## src/core/ipc_pkg.sv

```systemverilog
// Constants, types and helpers for the input loop configuration register bank
//
// Contract
// - Secondary reference ratio is 10 bits: low byte 0x012, top bits 0x013; 0/1 mean 1.
// - Secondary ratio is used on its own only while loop control bit 7 is set.
// - With that bit clear, secondary reference uses the primary ratio instead.
// - Test reference divider is bits 5..0 at 0x014; 0/1 mean divide by one.
// - Feedback ratio is 10 bits: low byte 0x016, top bits 0x017; 0/1 mean 1.
// - Bit 7 at 0x018 puts the charge pump output in high impedance.
// - Pump current magnitude is bits 6..0 at 0x018, about half a microamp per step.
// - With bit 4 at 0x019 clear the antibacklash period is forced to high.
// - Antibacklash field bits 3..2: minimum, low, high, maximum; resets to high.
// - Pump mode bits 1..0: tristate (reset), pump up, pump down, normal.
// - Bit 7 at 0x01A enables the test reference receiver; disabled after reset.
// - Bits 6 and 5 select differential mode; single-ended pin from 0x01B bits 1..0.
// - Bit 2 clear keeps both receivers on; set lets bits 4 and 3 enable each.
// - Bit 0 selects differential oscillator input; else bit 1 picks negative pin.
package ipc_pkg;

    // -------------------------------------------------------------------------
    // Serial port address map
    // -------------------------------------------------------------------------
    localparam int          IPC_ADDR_W          = 13;
    localparam int          IPC_DATA_W          = 8;
    localparam logic [12:0] IPC_SEC_DIV_LO_OFS  = 13'h0012;
    localparam logic [12:0] IPC_SEC_DIV_HI_OFS  = 13'h0013;
    localparam logic [12:0] IPC_TEST_DIV_OFS    = 13'h0014;
    localparam logic [12:0] IPC_RSVD_OFS        = 13'h0015;
    localparam logic [12:0] IPC_FB_DIV_LO_OFS   = 13'h0016;
    localparam logic [12:0] IPC_FB_DIV_HI_OFS   = 13'h0017;
    localparam logic [12:0] IPC_PUMP_CUR_OFS    = 13'h0018;
    localparam logic [12:0] IPC_ABL_MODE_OFS    = 13'h0019;
    localparam logic [12:0] IPC_RX_CTRL_OFS     = 13'h001A;

    // -------------------------------------------------------------------------
    // Field positions and widths
    // -------------------------------------------------------------------------
    localparam int IPC_DIV10_W        = 10;
    localparam int IPC_DIV6_W         = 6;
    localparam int IPC_CUR_W          = 7;
    localparam int IPC_PUMP_HIZ_BIT   = 7;
    localparam int IPC_ABL_OVR_BIT    = 4;
    localparam int IPC_ABL_LSB        = 2;
    localparam int IPC_MODE_LSB       = 0;
    localparam int IPC_RX_TEST_EN_BIT = 7;
    localparam int IPC_RX_SEC_DIF_BIT = 6;
    localparam int IPC_RX_PRI_DIF_BIT = 5;
    localparam int IPC_RX_SEC_EN_BIT  = 4;
    localparam int IPC_RX_PRI_EN_BIT  = 3;
    localparam int IPC_RX_PD_CTL_BIT  = 2;
    localparam int IPC_RX_OSC_NEG_BIT = 1;
    localparam int IPC_RX_OSC_DIF_BIT = 0;

    // -------------------------------------------------------------------------
    // Values after reset
    // -------------------------------------------------------------------------
    localparam logic [9:0] IPC_SEC_DIV_RST  = 10'h000;
    localparam logic [5:0] IPC_TEST_DIV_RST = 6'h00;
    localparam logic [9:0] IPC_FB_DIV_RST   = 10'h000;
    localparam logic [7:0] IPC_PUMP_CUR_RST = 8'h00;
    localparam logic [4:0] IPC_ABL_MODE_RST = 5'h08;
    localparam logic [7:0] IPC_RX_CTRL_RST  = 8'h00;

    // -------------------------------------------------------------------------
    // Encodings
    // -------------------------------------------------------------------------
    typedef enum logic [1:0] {
        IPC_ABL_MIN  = 2'h0,
        IPC_ABL_LOW  = 2'h1,
        IPC_ABL_HIGH = 2'h2,
        IPC_ABL_MAX  = 2'h3
    } ipc_abl_t;

    typedef enum logic [1:0] {
        IPC_PUMP_TRISTATE = 2'h0,
        IPC_PUMP_UP       = 2'h1,
        IPC_PUMP_DOWN     = 2'h2,
        IPC_PUMP_NORMAL   = 2'h3
    } ipc_pump_mode_t;

    // -------------------------------------------------------------------------
    // Carriers
    // -------------------------------------------------------------------------
    typedef struct packed {
        logic        wr;
        logic        rd;
        logic [12:0] addr;
        logic [7:0]  wdata;
    } ipc_req_t;

    typedef struct packed {
        logic [9:0] sec_ratio;
        logic [5:0] test_ratio;
        logic [9:0] fb_ratio;
    } ipc_div_t;

    typedef struct packed {
        logic           hiz;
        logic [6:0]     current;
        ipc_pump_mode_t mode;
        ipc_abl_t       abl;
    } ipc_pump_t;

    typedef struct packed {
        logic test_en;
        logic pri_en;
        logic sec_en;
        logic pri_diff;
        logic sec_diff;
        logic pri_se_sel;
        logic sec_se_sel;
        logic osc_diff;
        logic osc_neg_sel;
    } ipc_rx_t;

    // Divide code to ratio: codes zero and one both divide by one
    function automatic logic [9:0] ipc_ratio(input logic [9:0] code);
        ipc_ratio = (code == 10'h000) ? 10'h001 : code;
    endfunction

endpackage

```

## src/core/ipc_rx_decode.sv

```systemverilog
// Decoder for the reference, test and oscillator input receiver controls
`timescale 1ns/1ps
`default_nettype none
module ipc_rx_decode
    import ipc_pkg::*;
(
    input  wire logic       clock_i,
    input  wire logic       resetn_i,
    input  wire logic [7:0] rx_ctrl_i,
    input  wire logic [1:0] se_pin_sel_i,
    output var  ipc_rx_t    rx_o
);

    ipc_rx_t rx_d;
    ipc_rx_t rx_q;

    // -------------------------------------------------------------------------
    // Receiver state decode
    // -------------------------------------------------------------------------
    always_comb begin
        rx_d.test_en     = rx_ctrl_i[IPC_RX_TEST_EN_BIT];
        rx_d.pri_en      = ~rx_ctrl_i[IPC_RX_PD_CTL_BIT] | rx_ctrl_i[IPC_RX_PRI_EN_BIT];
        rx_d.sec_en      = ~rx_ctrl_i[IPC_RX_PD_CTL_BIT] | rx_ctrl_i[IPC_RX_SEC_EN_BIT];
        rx_d.pri_diff    = rx_ctrl_i[IPC_RX_PRI_DIF_BIT];
        rx_d.sec_diff    = rx_ctrl_i[IPC_RX_SEC_DIF_BIT];
        // Pin choice means nothing in differential mode, so it reads zero there
        rx_d.pri_se_sel  = ~rx_ctrl_i[IPC_RX_PRI_DIF_BIT] & se_pin_sel_i[0];
        rx_d.sec_se_sel  = ~rx_ctrl_i[IPC_RX_SEC_DIF_BIT] & se_pin_sel_i[1];
        rx_d.osc_diff    = rx_ctrl_i[IPC_RX_OSC_DIF_BIT];
        rx_d.osc_neg_sel = ~rx_ctrl_i[IPC_RX_OSC_DIF_BIT] & rx_ctrl_i[IPC_RX_OSC_NEG_BIT];
    end

    // Register so the analog controls never see decode glitches
    always_ff @(posedge clock_i) begin
        if (!resetn_i) begin
            rx_q <= '{test_en: 1'b0, pri_en: 1'b1, sec_en: 1'b1, default: 1'b0};
        end else begin
            rx_q <= rx_d;
        end
    end

    assign rx_o = rx_q;

endmodule
`default_nettype wire

```

## src/core/ipc_regs.sv

```systemverilog
// Input loop configuration register bank behind the serial control port
`timescale 1ns/1ps
`default_nettype none
module ipc_regs
    import ipc_pkg::*;
(
    input  wire logic       clock_i,         // Serial port clock
    input  wire logic       resetn_i,        // Synchronous, active low
    input  wire ipc_req_t   reg_req_i,       // Byte access from the serial port engine
    output var  logic [7:0] reg_rdata_o,     // Read data, held until next read
    output var  logic       reg_rvalid_o,    // One-cycle pulse with read data
    input  wire logic [9:0] pri_div_code_i,  // Primary reference divide code
    input  wire logic       sec_indep_i,     // Secondary divider independence bit
    input  wire logic [1:0] se_pin_sel_i,    // Single-ended pin choices, secondary and primary
    output var  ipc_div_t   div_o,           // Effective divide ratios
    output var  ipc_pump_t  pump_o,          // Effective charge pump controls
    output var  ipc_rx_t    rx_o             // Receiver enables and modes
);

    // -------------------------------------------------------------------------
    // Stored fields
    // -------------------------------------------------------------------------
    logic [9:0] sec_div_q;
    logic [9:0] sec_div_d;
    logic [5:0] test_div_q;
    logic [5:0] test_div_d;
    logic [9:0] fb_div_q;
    logic [9:0] fb_div_d;
    logic [7:0] pump_cur_q;
    logic [7:0] pump_cur_d;
    logic [4:0] abl_mode_q;
    logic [4:0] abl_mode_d;
    logic [7:0] rx_ctrl_q;
    logic [7:0] rx_ctrl_d;

    // Write decode: only implemented bits are stored, reserved bits are dropped
    always_comb begin
        sec_div_d  = sec_div_q;
        test_div_d = test_div_q;
        fb_div_d   = fb_div_q;
        pump_cur_d = pump_cur_q;
        abl_mode_d = abl_mode_q;
        rx_ctrl_d  = rx_ctrl_q;
        if (reg_req_i.wr) begin
            unique case (reg_req_i.addr)
                IPC_SEC_DIV_LO_OFS: begin
                    sec_div_d[7:0] = reg_req_i.wdata;
                end
                IPC_SEC_DIV_HI_OFS: begin
                    sec_div_d[9:8] = reg_req_i.wdata[1:0];
                end
                IPC_TEST_DIV_OFS: begin
                    test_div_d = reg_req_i.wdata[IPC_DIV6_W-1:0];
                end
                IPC_FB_DIV_LO_OFS: begin
                    fb_div_d[7:0] = reg_req_i.wdata;
                end
                IPC_FB_DIV_HI_OFS: begin
                    fb_div_d[9:8] = reg_req_i.wdata[1:0];
                end
                IPC_PUMP_CUR_OFS: begin
                    pump_cur_d = reg_req_i.wdata;
                end
                IPC_ABL_MODE_OFS: begin
                    abl_mode_d = reg_req_i.wdata[4:0];
                end
                IPC_RX_CTRL_OFS: begin
                    rx_ctrl_d = reg_req_i.wdata;
                end
                default: begin
                    // reserved byte and foreign addresses ignore writes
                    sec_div_d = sec_div_q;
                end
            endcase
        end
    end

    // Field registers
    always_ff @(posedge clock_i) begin
        if (!resetn_i) begin
            sec_div_q  <= IPC_SEC_DIV_RST;
            test_div_q <= IPC_TEST_DIV_RST;
            fb_div_q   <= IPC_FB_DIV_RST;
            pump_cur_q <= IPC_PUMP_CUR_RST;
            abl_mode_q <= IPC_ABL_MODE_RST;
            rx_ctrl_q  <= IPC_RX_CTRL_RST;
        end else begin
            sec_div_q  <= sec_div_d;
            test_div_q <= test_div_d;
            fb_div_q   <= fb_div_d;
            pump_cur_q <= pump_cur_d;
            abl_mode_q <= abl_mode_d;
            rx_ctrl_q  <= rx_ctrl_d;
        end
    end

    // -------------------------------------------------------------------------
    // Read back
    // -------------------------------------------------------------------------
    logic [7:0] rdata_q;
    logic [7:0] rdata_d;
    logic       rvalid_q;
    logic       rvalid_d;

    // A read in the same cycle as a write returns the old value
    always_comb begin
        rdata_d  = rdata_q;
        rvalid_d = reg_req_i.rd;
        if (reg_req_i.rd) begin
            unique case (reg_req_i.addr)
                IPC_SEC_DIV_LO_OFS: rdata_d = sec_div_q[7:0];
                IPC_SEC_DIV_HI_OFS: rdata_d = {6'h00, sec_div_q[9:8]};
                IPC_TEST_DIV_OFS:   rdata_d = {2'h0, test_div_q};
                IPC_FB_DIV_LO_OFS:  rdata_d = fb_div_q[7:0];
                IPC_FB_DIV_HI_OFS:  rdata_d = {6'h00, fb_div_q[9:8]};
                IPC_PUMP_CUR_OFS:   rdata_d = pump_cur_q;
                IPC_ABL_MODE_OFS:   rdata_d = {3'h0, abl_mode_q};
                IPC_RX_CTRL_OFS:    rdata_d = rx_ctrl_q;
                default:            rdata_d = 8'h00;
            endcase
        end
    end

    // Read data holding registers
    always_ff @(posedge clock_i) begin
        if (!resetn_i) begin
            rdata_q  <= 8'h00;
            rvalid_q <= 1'b0;
        end else begin
            rdata_q  <= rdata_d;
            rvalid_q <= rvalid_d;
        end
    end

    assign reg_rdata_o  = rdata_q;
    assign reg_rvalid_o = rvalid_q;

    // -------------------------------------------------------------------------
    // Effective divider ratios
    // -------------------------------------------------------------------------
    ipc_div_t div_q;
    ipc_div_t div_d;

    // Ratios, not codes, go out so the dividers need no zero special case
    always_comb begin
        if (sec_indep_i) begin
            div_d.sec_ratio = ipc_ratio(sec_div_q);
        end else begin
            div_d.sec_ratio = ipc_ratio(pri_div_code_i);
        end
        // test ratio, zero maps to one
        div_d.test_ratio = IPC_DIV6_W'(ipc_ratio({4'h0, test_div_q}));
        div_d.fb_ratio   = ipc_ratio(fb_div_q);
    end

    // Divider ratio outputs
    always_ff @(posedge clock_i) begin
        if (!resetn_i) begin
            div_q <= '{sec_ratio: 10'h001, test_ratio: 6'h01, fb_ratio: 10'h001};
        end else begin
            div_q <= div_d;
        end
    end

    assign div_o = div_q;

    // -------------------------------------------------------------------------
    // Effective charge pump controls
    // -------------------------------------------------------------------------
    ipc_pump_t pump_q;
    ipc_pump_t pump_d;

    always_comb begin
        pump_d.hiz     = pump_cur_q[IPC_PUMP_HIZ_BIT];
        pump_d.current = pump_cur_q[IPC_CUR_W-1:0];
        pump_d.mode    = ipc_pump_mode_t'(abl_mode_q[IPC_MODE_LSB +: 2]);
        if (abl_mode_q[IPC_ABL_OVR_BIT]) begin
            pump_d.abl = ipc_abl_t'(abl_mode_q[IPC_ABL_LSB +: 2]);
        end else begin
            pump_d.abl = IPC_ABL_HIGH;
        end
    end

    // Pump control outputs; reset state is a tristated pump at high width
    always_ff @(posedge clock_i) begin
        if (!resetn_i) begin
            pump_q <= '{hiz: 1'b0, current: 7'h00, mode: IPC_PUMP_TRISTATE, abl: IPC_ABL_HIGH};
        end else begin
            pump_q <= pump_d;
        end
    end

    assign pump_o = pump_q;

    // -------------------------------------------------------------------------
    // Receiver controls
    // -------------------------------------------------------------------------
    // Output of this instance is registered inside it
    ipc_rx_decode u_rx_decode (
        .clock_i      (clock_i),
        .resetn_i     (resetn_i),
        .rx_ctrl_i    (rx_ctrl_q),
        .se_pin_sel_i (se_pin_sel_i),
        .rx_o         (rx_o)
    );

endmodule
`default_nettype wire

```

## config.mk

```make
export PLATFORM = sky130hd
export DESIGN_NAME = ipc_regs
export DESIGN_NICKNAME = d
export VERILOG_FILES = /design/src/core/ipc_pkg.sv /design/src/core/ipc_rx_decode.sv /design/src/core/ipc_regs.sv
export SDC_FILE = /design/constraint.sdc
export NUM_CORES = 1
export LEC_CHECK = 0
export BUFFER_PORTS_ARGS = -buffer_cell sky130_fd_sc_hd__clkbuf_2
export CAP_MARGIN = 30
export CORE_MARGIN = 2
export CORE_UTILIZATION = 29
export DETAILED_ROUTE_END_ITERATION = 6
export HOLD_SLACK_MARGIN = 0.08
export PLACE_DENSITY = 0.58
export SLEW_MARGIN = 20
export SYNTH_ARGS = -nofsm -noshare
export SYNTH_HDL_FRONTEND = slang
export SYNTH_HIERARCHICAL = 1
export SYNTH_SLANG_ARGS = --single-unit
```

## constraint.sdc

```tcl
create_clock -name clock_i -period 2.15 [get_ports clock_i]
set_input_delay 0.3225 -clock clock_i [delete_from_list [all_inputs] [get_ports clock_i]]
set_output_delay 0.3225 -clock clock_i [all_outputs]
set_load 0.005 [all_outputs]
```

Word-level counts from Yosys, hierarchy flattened

Cells that the tools add are included.
Widths: inputs -> output; s select.

$add $sub $neg: 0
Multipliers: 0
Div/mod/pow operators: 0
$lt $le $gt $ge: 0
Equal/unequal tests: 8
Shift-type cells: 0
Multiplexer cells: 4
Bitwise gates (word level): 10
Reductions and logical operators: 15

Operators by type and width:

| kind                | number |
|---|---|
| $eq 13x5->1 const B | 8 |
| $pmux 8 s8          | 1 |
| $logic_not 10->1    | 3 |
| $mux 10             | 3 |
| $reduce_and 2->1    | 9 |
| $logic_not 6->1     | 1 |
| $not 1->1           | 5 |
| $reduce_or 2->1     | 2 |
| $and 1x1->1         | 3 |
| $or 1x1->1          | 2 |

Register bits after elaboration: 103
Bits in latches: 0
Bits in writable memories: 0
Bits in read-only memories: 0
Input port bits: 38
Output and inout port bits: 56
Word-level logic and storage cells: 63
Memories kept: 0

Longest topological paths before layout

Gate-level depths: netlist of run 1.

Word-level depth: 3
Depth in mapped cells: 7
Mapped depth without buffers: 5

Modules after synthesis

Netlist of run 1, hierarchy kept.

By module, submodules not included:

| module        | instances | cells each | area an instance (µm²) | seq. area each (µm²) |
|---|---|---|---|---|
| ipc_regs      | 1         | 370        | 3,858.7                | 1,881.8 |
| ipc_rx_decode | 1         | 18         | 251.5                  | 180.2 |

Least setup slack after synthesis of run 1

No wires, ideal clock.

Path type: input port to flip-flop
Start: input port reg_req_i[14] (netlist bit)
End: register pump_cur_q[0]
Library setup time: 116 ps
Arrival time: 2,062 ps
Data required time: 2,034 ps
Setup slack: -29 ps
Stages: 6
Path buffers: 1
Cells stage by stage: or4_4 > or4_4 > or3_1 > buf_4 > mux2i_1 > nor2b_1

Word-level cells in the longest chain between the ends: 2

RTL lines:

| item                       | line           | source |
|---|---|---|
| start, declared            | ipc_regs.sv:9  | `input wire ipc_req_t reg_req_i,` |
| $eq 13x5->1                | ipc_regs.sv:45 | `unique case (reg_req_i.addr)` |
| $reduce_and 2->1 (no line) | --             |  |
| end signal, assigned       | ipc_regs.sv:91 | `pump_cur_q <= pump_cur_d;` |
| end, declared              | ipc_regs.sv:29 | `logic [7:0] pump_cur_q;` |

Every way passes these cells.
A chain may end at the register's enable or synchronous reset.

Worst setup path after layout of run 1

Start: input port reg_req_i[14] (netlist bit)
End: register pump_cur_q[7]

Same word-level chain as after synthesis.

==> reports/qor.txt, run 1 <==
Outcome -> complete, no violations
Via count -> 3,114
Setup crit start kind -> input port
Share of cells above drive strength 1 -> 29.3%
Worst min path class -> in -> reg
N_diodes -> 0
Pleak -> 2.38 nW
Unrepaired setup endpoints after global routing -> no
Ports -> 94
Grt ovf -> 0
All-Layer GR Usage -> 14.5%
WL/cell -> 15.8 microns
Pre-CTS setup slack -> -0.170 ns
TritonCTS buffer count -> 9
First-pass GRT wire length -> 16,400 microns
Vias/cell -> 4.68
Critical Path Sink Type -> register
Routability cong. -> 0.876
FFs w/ async S/R, synth -> 0%
Setup ws final -> 0.201 ns
Sequential power share -> 49.2%
Routed WL -> 10,500 microns
Worst slew pin tran -> 0.488 ns
Net count after synthesis -> 426
Post-Syn Area -> 4110 sq um
ANT nets after route -> 0
Final period util -> 90.6%
Filler Cell Count -> 1,426
Setup bufs post-CTS -> 0
Max Cap Viol -> 0
Clk slew on worst S/H paths -> 0.07 ns
FP Rows -> 43
Worst-path maximum fanout -> 8
Clock power share -> 45.6%
PD cells -> 760 nW/um^2
Fmax -> 0.513 GHz
Port buffer count -> 93
Syn Inst Count -> 388
Post-synth EDFFs -> 0
First-pass detailed-route iteration total -> 4
Synth area leaders -> dfxtp_1, mux2i_1, nor2b_1
Antenna violations before repair -> 0
Worst path required time -> 2.39 ns
Relative slew slack -> 67.4%
Fin area -> 5140 sq um
Number of global-route vias before repair -> 3,086
Min cycle time layout -> 1.95 ns
Final Hold Fails -> 0
Comb power frac -> 5.2%
Cell Area, Placed -> 4810 sq um
Peak VDD IR -> 0.476 mV
Hold_buf cts -> 0
Latest clock arrival within the worst-skew pair -> 0.35 ns
FF+latch count, synth -> 103
Post_cts resized -> 0
CTS tree -> done
Maximum number of pins on one net before global-route repair -> 105
Final Slew Violations -> 0
Critical path class -> in -> reg
Clock sinks -> 103
Clock Tree Root -> clkbuf_16
Remaining DRCs -> 0
H-tree levels -> 3
Max Clock Skew -> 0.00645 ns
Die Area -> 15,100 sq um
Post-synthesis sequential area ratio -> 50.2%
Pint -> 3.09 mW
Initial Util -> 29.6%
Post-synth top area share -> 50.2%
DRT iter0 DRCs -> 128
Cell taking the most area after synthesis -> dfxtp_1
Post-synth top cells -> dfxtp_1, nor2b_1, mux2i_1
Synth warn -> 6
Worst-case clock buffer depth -> 2
Net switching power figure -> 0.815 mW
Switching Share -> 20.9%
Count leader, synth -> dfxtp_1
Synth Flop Type -> dfxtp_1
Area growth, synth to finish -> 25.0%
Final count of negative-setup-slack endpoints -> 0
Die W -> 123 microns
Core footprint -> 13,900 sq um
Die Y -> 123 microns
Yosys cell types -> 41
Multi-input logic area -> 1940 sq um
Final #Nets -> 518
Syn avg cell area -> 10.6 sq um
Critical path arrival -> 2.19 ns
Post-DP HPWL -> 7720 microns
FF+latch area -> 2060 sq um
[cell usage in the layout (no fill, tap or decap), types with 2 or more instances in the layout]
master,n
and2_2,4
clkinv_2,2
o21ai_0,3
o22ai_1,8
nor3_1,4
a311oi_1,2
nand4_2,3
and3b_1,3
buf_4,10
o32ai_1,3
clkbuf_8,2
and3_1,2
dfxtp_1,103
a32oi_1,3
mux2i_1,67
clkbuf_16,9
nand3b_1,4
nand2_1,3
clkbuf_2,93
mux2_2,4
a22oi_1,5
nand3_1,3
nor2b_1,68
a21oi_1,7
or4_4,2
or3b_2,4
inv_1,5
nor4_1,4
and2_1,28
nor2_1,9
nor3b_1,2
bufinv_16,2
[through the flow]
stage | utilization, % | power, mW | cells | hold WS (ns) | setup TNS [ns]
2_1_floorplan | - | 2.07 | 388 | 0.400 | 0
6_report | 37.0 | 3.90 | 665 | 0.225 | 0
3_3_place_gp | 34.6 | 2.16 | 649 | 0.428 | -1.22
4_1_cts | 37.0 | 3.96 | 665 | 0.210 | 0
5_1_grt | 37.0 | 4.08 | 665 | 0.218 | 0
3_5_place_dp | 34.6 | 2.17 | 649 | 0.427 | -1.60
[critical path: stages]
cell      delay [ns]
clkbuf_2        0.08
or4_4           0.53
or4_4           0.52
or3_1           0.32
buf_4           0.19
mux2i_1         0.16
nor2b_1         0.07
[per-layer routing]
layer	track usage, %	share of wire [%]
met1	19.1	45
met2	22.4	46
met3	4.94	7.4
met5	0	0
met4	4.05	1.2
[sequential cells by signal, indices dropped and copies added (netlist names)]
signal,cells
div_o,26
pump_o,12
fb_div_q,10
sec_div_q,10
u_rx_decode/rx_o,9
pump_cur_q,8
reg_rdata_o,8
rx_ctrl_q,8
test_div_q,6
abl_mode_q,5
reg_rvalid_o,1
[path summary, 6_finish.rpt]
kind	start	endpoint	slack [ns]	cells after the start
setup / recovery	reg_req_i[14]	pump_cur_q[7]	0.20	7
hold / removal	se_pin_sel_i[1]	u_rx_decode/rx_o[2]	0.23	2
setup reg to reg	rx_ctrl_q[2]	reg_rdata_o[2]	0.82	5
hold reg to reg	abl_mode_q[4]	pump_o[1]	0.44	1
[power by group through the flow]
stage / sequential (mW) / clock [mW] / combinational (mW)
2_1_floorplan: 1.97 / 0 / 0.104
3_3_place_gp: 1.96 / 0 / 0.200
3_5_place_dp: 1.96 / 0 / 0.203
4_1_cts: 1.92 / 1.84 / 0.203
5_1_grt: 1.92 / 1.94 / 0.220
6_report: 1.92 / 1.78 / 0.202
[layout make-up]
cell class / count / share of cell area [%]
flip-flops and latches: 103 / 40.1
multi-input cells: 257 / 37.7
repair buffers: 104 / 10.9
clock buffers: 11 / 4.92
well taps: 180 / 4.38
clock inverters: 5 / 1.53
inverters: 5 / 0.365
[logic make-up after synthesis]
kind of cell | Yosys count | synth area share [%]
AND/OR/NAND/NOR | 151 | 24.0
multiplexers | 71 | 17.4
buffers and inverters | 28 | 2.65
flip-flops | 103 | 50.2
AO/OA/AOI/OAI | 35 | 5.81
(Power assumes the default switching activity.)
==> inputs of run 2 (changes only) <==
--- a/config.mk
+++ b/config.mk
@@ -12,6 +12,7 @@
 export DETAILED_ROUTE_END_ITERATION = 6
 export HOLD_SLACK_MARGIN = 0.08
 export PLACE_DENSITY = 0.58
+export REMOVE_ABC_BUFFERS = 1
 export SLEW_MARGIN = 20
 export SYNTH_ARGS = -nofsm -noshare
 export SYNTH_HDL_FRONTEND = slang
==> run 2 against run 1 <==
Design area rose by 1.7%. Critical path depth is the same. Highest routed layer unchanged. First-iteration DRC count down 11%. Combinational power about the same. Via count shrank 1.3%. Global-route usage hardly changed. Core utilization grew 0.64 points. Power decreased by 2.0%. Maximum frequency shrank 1.7%. Non-clock buffer count grew 8.
==> reports/qor.txt, run 2 (synthesis gave the netlist of run 1 again) <==
Final period util -> 92.2% (+1.5 points)
Hold depth -> 2 (unchanged)
Worst min path class -> in -> reg
Comb power frac -> 5.4% (+0.2 points)
Die Area -> 15,100 sq um (unchanged)
WL/cell -> 15.5 microns (-1.5%)
Cell Area, Placed -> 4920 sq um (+2.3%)
Setup crit start kind -> input port
Sequential power share -> 50.2% (+1.0 points)
Worst slew pin tran -> 0.627 ns (+0.139 ns)
Antenna violations before repair -> 0 (unchanged)
Reg2reg path depth -> 5 (unchanged)
N_diodes -> 0 (unchanged)
Ports -> 94 (unchanged)
Number of global-route vias before repair -> 2,995 (-2.9%)
Port buffer count -> 93 (unchanged)
FP Rows -> 43 (unchanged)
Die Y -> 123 microns (unchanged)
Net switching power figure -> 0.887 mW (+8.8%)
H-tree levels -> 3 (unchanged)
Post-DP HPWL -> 7840 microns (+1.6%)
Peak VDD IR -> 0.352 mV (-26%)
Pint -> 2.94 mW (-4.9%)
TritonCTS buffer count -> 9 (unchanged)
Clock power share -> 44.4% (-1.2 points)
Outcome -> complete, no violations
Utilization after layout -> 37.7% (+0.64 points)
Max FFs per register -> 26 (unchanged)
Max Clock Skew -> 0.00994 ns (+0.00349 ns)
ANT nets after route -> 0 (unchanged)
PD cells -> 732 nW/um^2 (-3.7%)
Filler Cell Count -> 1,423 (-0.21%)
Fin area -> 5230 sq um (+1.7%)
Switching Share -> 23.2% (+2.3 points)
Unrepaired setup endpoints after global routing -> no
Final count of negative-setup-slack endpoints -> 0 (unchanged)
Final #Nets -> 526 (+1.5%)
Area growth, synth to finish -> 27.2%
Hold_ws -> 0.207 ns (-0.0182 ns)
Vias/cell -> 4.57 (-2.4%)
Critical Path Sink Type -> register
Final Hold Fails -> 0 (unchanged)
Die W -> 123 microns (unchanged)
Clk slew on worst S/H paths -> 0.08 ns (about the same)
Grt ovf -> 0 (unchanged)
Relative slew slack -> 58.2% (-9.2 points)
Most frequent cells in the layout -> dfxtp_1, clkbuf_2, nor2b_1
Worst path required time -> 2.41 ns (+0.02 ns)
Share of cells above drive strength 1 -> 30.4% (+1.1 points)
Final Slew Violations -> 0 (unchanged)
Clock Tree Root -> clkbuf_16
Remaining DRCs -> 0 (unchanged)
Core footprint -> 13,900 sq um (unchanged)
Routed WL -> 10,500 microns (-0.35%)
First-pass detailed-route iteration total -> 4 (unchanged)
Latest clock arrival within the worst-skew pair -> 0.36 ns (about the same)
Routability cong. -> 0.836 (-4.5%)
Post_cts resized -> 0 (unchanged)
R2R Setup Slk -> 0.85 ns (+0.03 ns)
Maximum number of pins on one net before global-route repair -> 36 (-66%)
Min cycle time layout -> 1.98 ns (+0.0329 ns)
Fmax -> 0.505 GHz (-1.7%)
Hold_buf cts -> 0 (unchanged)
Worst-case clock buffer depth -> 2 (unchanged)
Critical path arrival -> 2.24 ns (+0.05 ns)
Setup bufs post-CTS -> 0 (unchanged)
First-pass GRT wire length -> 16,300 microns (-0.54%)
Worst-path maximum fanout -> 8 (unchanged)
Pleak -> 2.42 nW (+1.9%)
Max Cap Viol -> 0 (unchanged)
CTS tree -> done
Most common cell after layout, fill and taps aside -> dfxtp_1
All-Layer GR Usage -> 14.4% (about the same)
DRT iter0 DRCs -> 114 (-11%)
Critical path class -> in -> reg
Initial Util -> 29.6% (unchanged)
Via count -> 3,075 (-1.3%)
Clock sinks -> 103 (unchanged)
run 2: cell types whose count changed in the layout (fill, tap and decap cells not counted):
cell	change
clkinv_2	-1
buf_4	+4
clkinvlp_4	+1
buf_12	+4
clkbuf_8	-2
bufinv_16	-1
inv_8	+3
run 2: power groups by stage:
stage / clock [mW] / combinational (mW) / sequential [mW]
final: 1.70 / 0.205 / 1.92
after global routing: 1.82 / 0.223 / 1.92
after CTS: 1.75 / 0.206 / 1.92
after detailed placement: 0 / 0.206 / 1.96
after global placement: 0 / 0.202 / 1.96
after floorplan: 0 / 0.0626 / 1.97
run 2: area by class of cell:
class	count	area, sq um	share of cell area, %
inverter	5	18.8	0.359
clock inverter	7	85.1	1.63
timing repair buffer	112	671	12.8
multi-input combinational	257	1940	37.1
clock buffer	9	225	4.31
tap	180	225	4.31
sequential	103	2060	39.5
run 2: worst paths after layout:
kind | from | end
worst max-delay path | reg_req_i[14] | pump_cur_q[7]
worst min-delay path | se_pin_sel_i[1] | u_rx_decode/rx_o[2]
worst max register to register | test_div_q[5] | reg_rdata_o[5]
worst min register to register | abl_mode_q[4] | pump_o[1]
run 2: per-stage QoR:
stage,worst slack [ns],setup TNS [ns],total power [mW],instances
floorplan,-0.0907,-0.726,2.03,365
global placement,-0.173,-1.61,2.17,657
detailed placement,-0.212,-1.97,2.17,657
CTS,0.172,0,3.88,673
global route,0.102,0,3.96,673
finish,0.168,0,3.82,673
run 2: worst max-delay path, stage by stage:
cell	delay [ns]
clkbuf_2	0.08
or4_4	0.53
or4_4	0.53
or3_1	0.36
buf_4	0.19
mux2i_1	0.17
nor2b_1	0.06
run 2: routing by layer:
| metal | wire [microns] | part of all wire [%] | up-vias | track usage [%] |
|---|---|---|---|---|
| met3 | 648 | 6.2 | 15 | 4.57 |
| li1 | - | - | 1549 | - |
| met4 | 189 | 1.8 | 0 | 5.61 |
| met2 | 4690 | 45 | 86 | 22.5 |
| met5 | 0 | 0 | - | 0 |
| met1 | 4930 | 47 | 1425 | 18.6 |
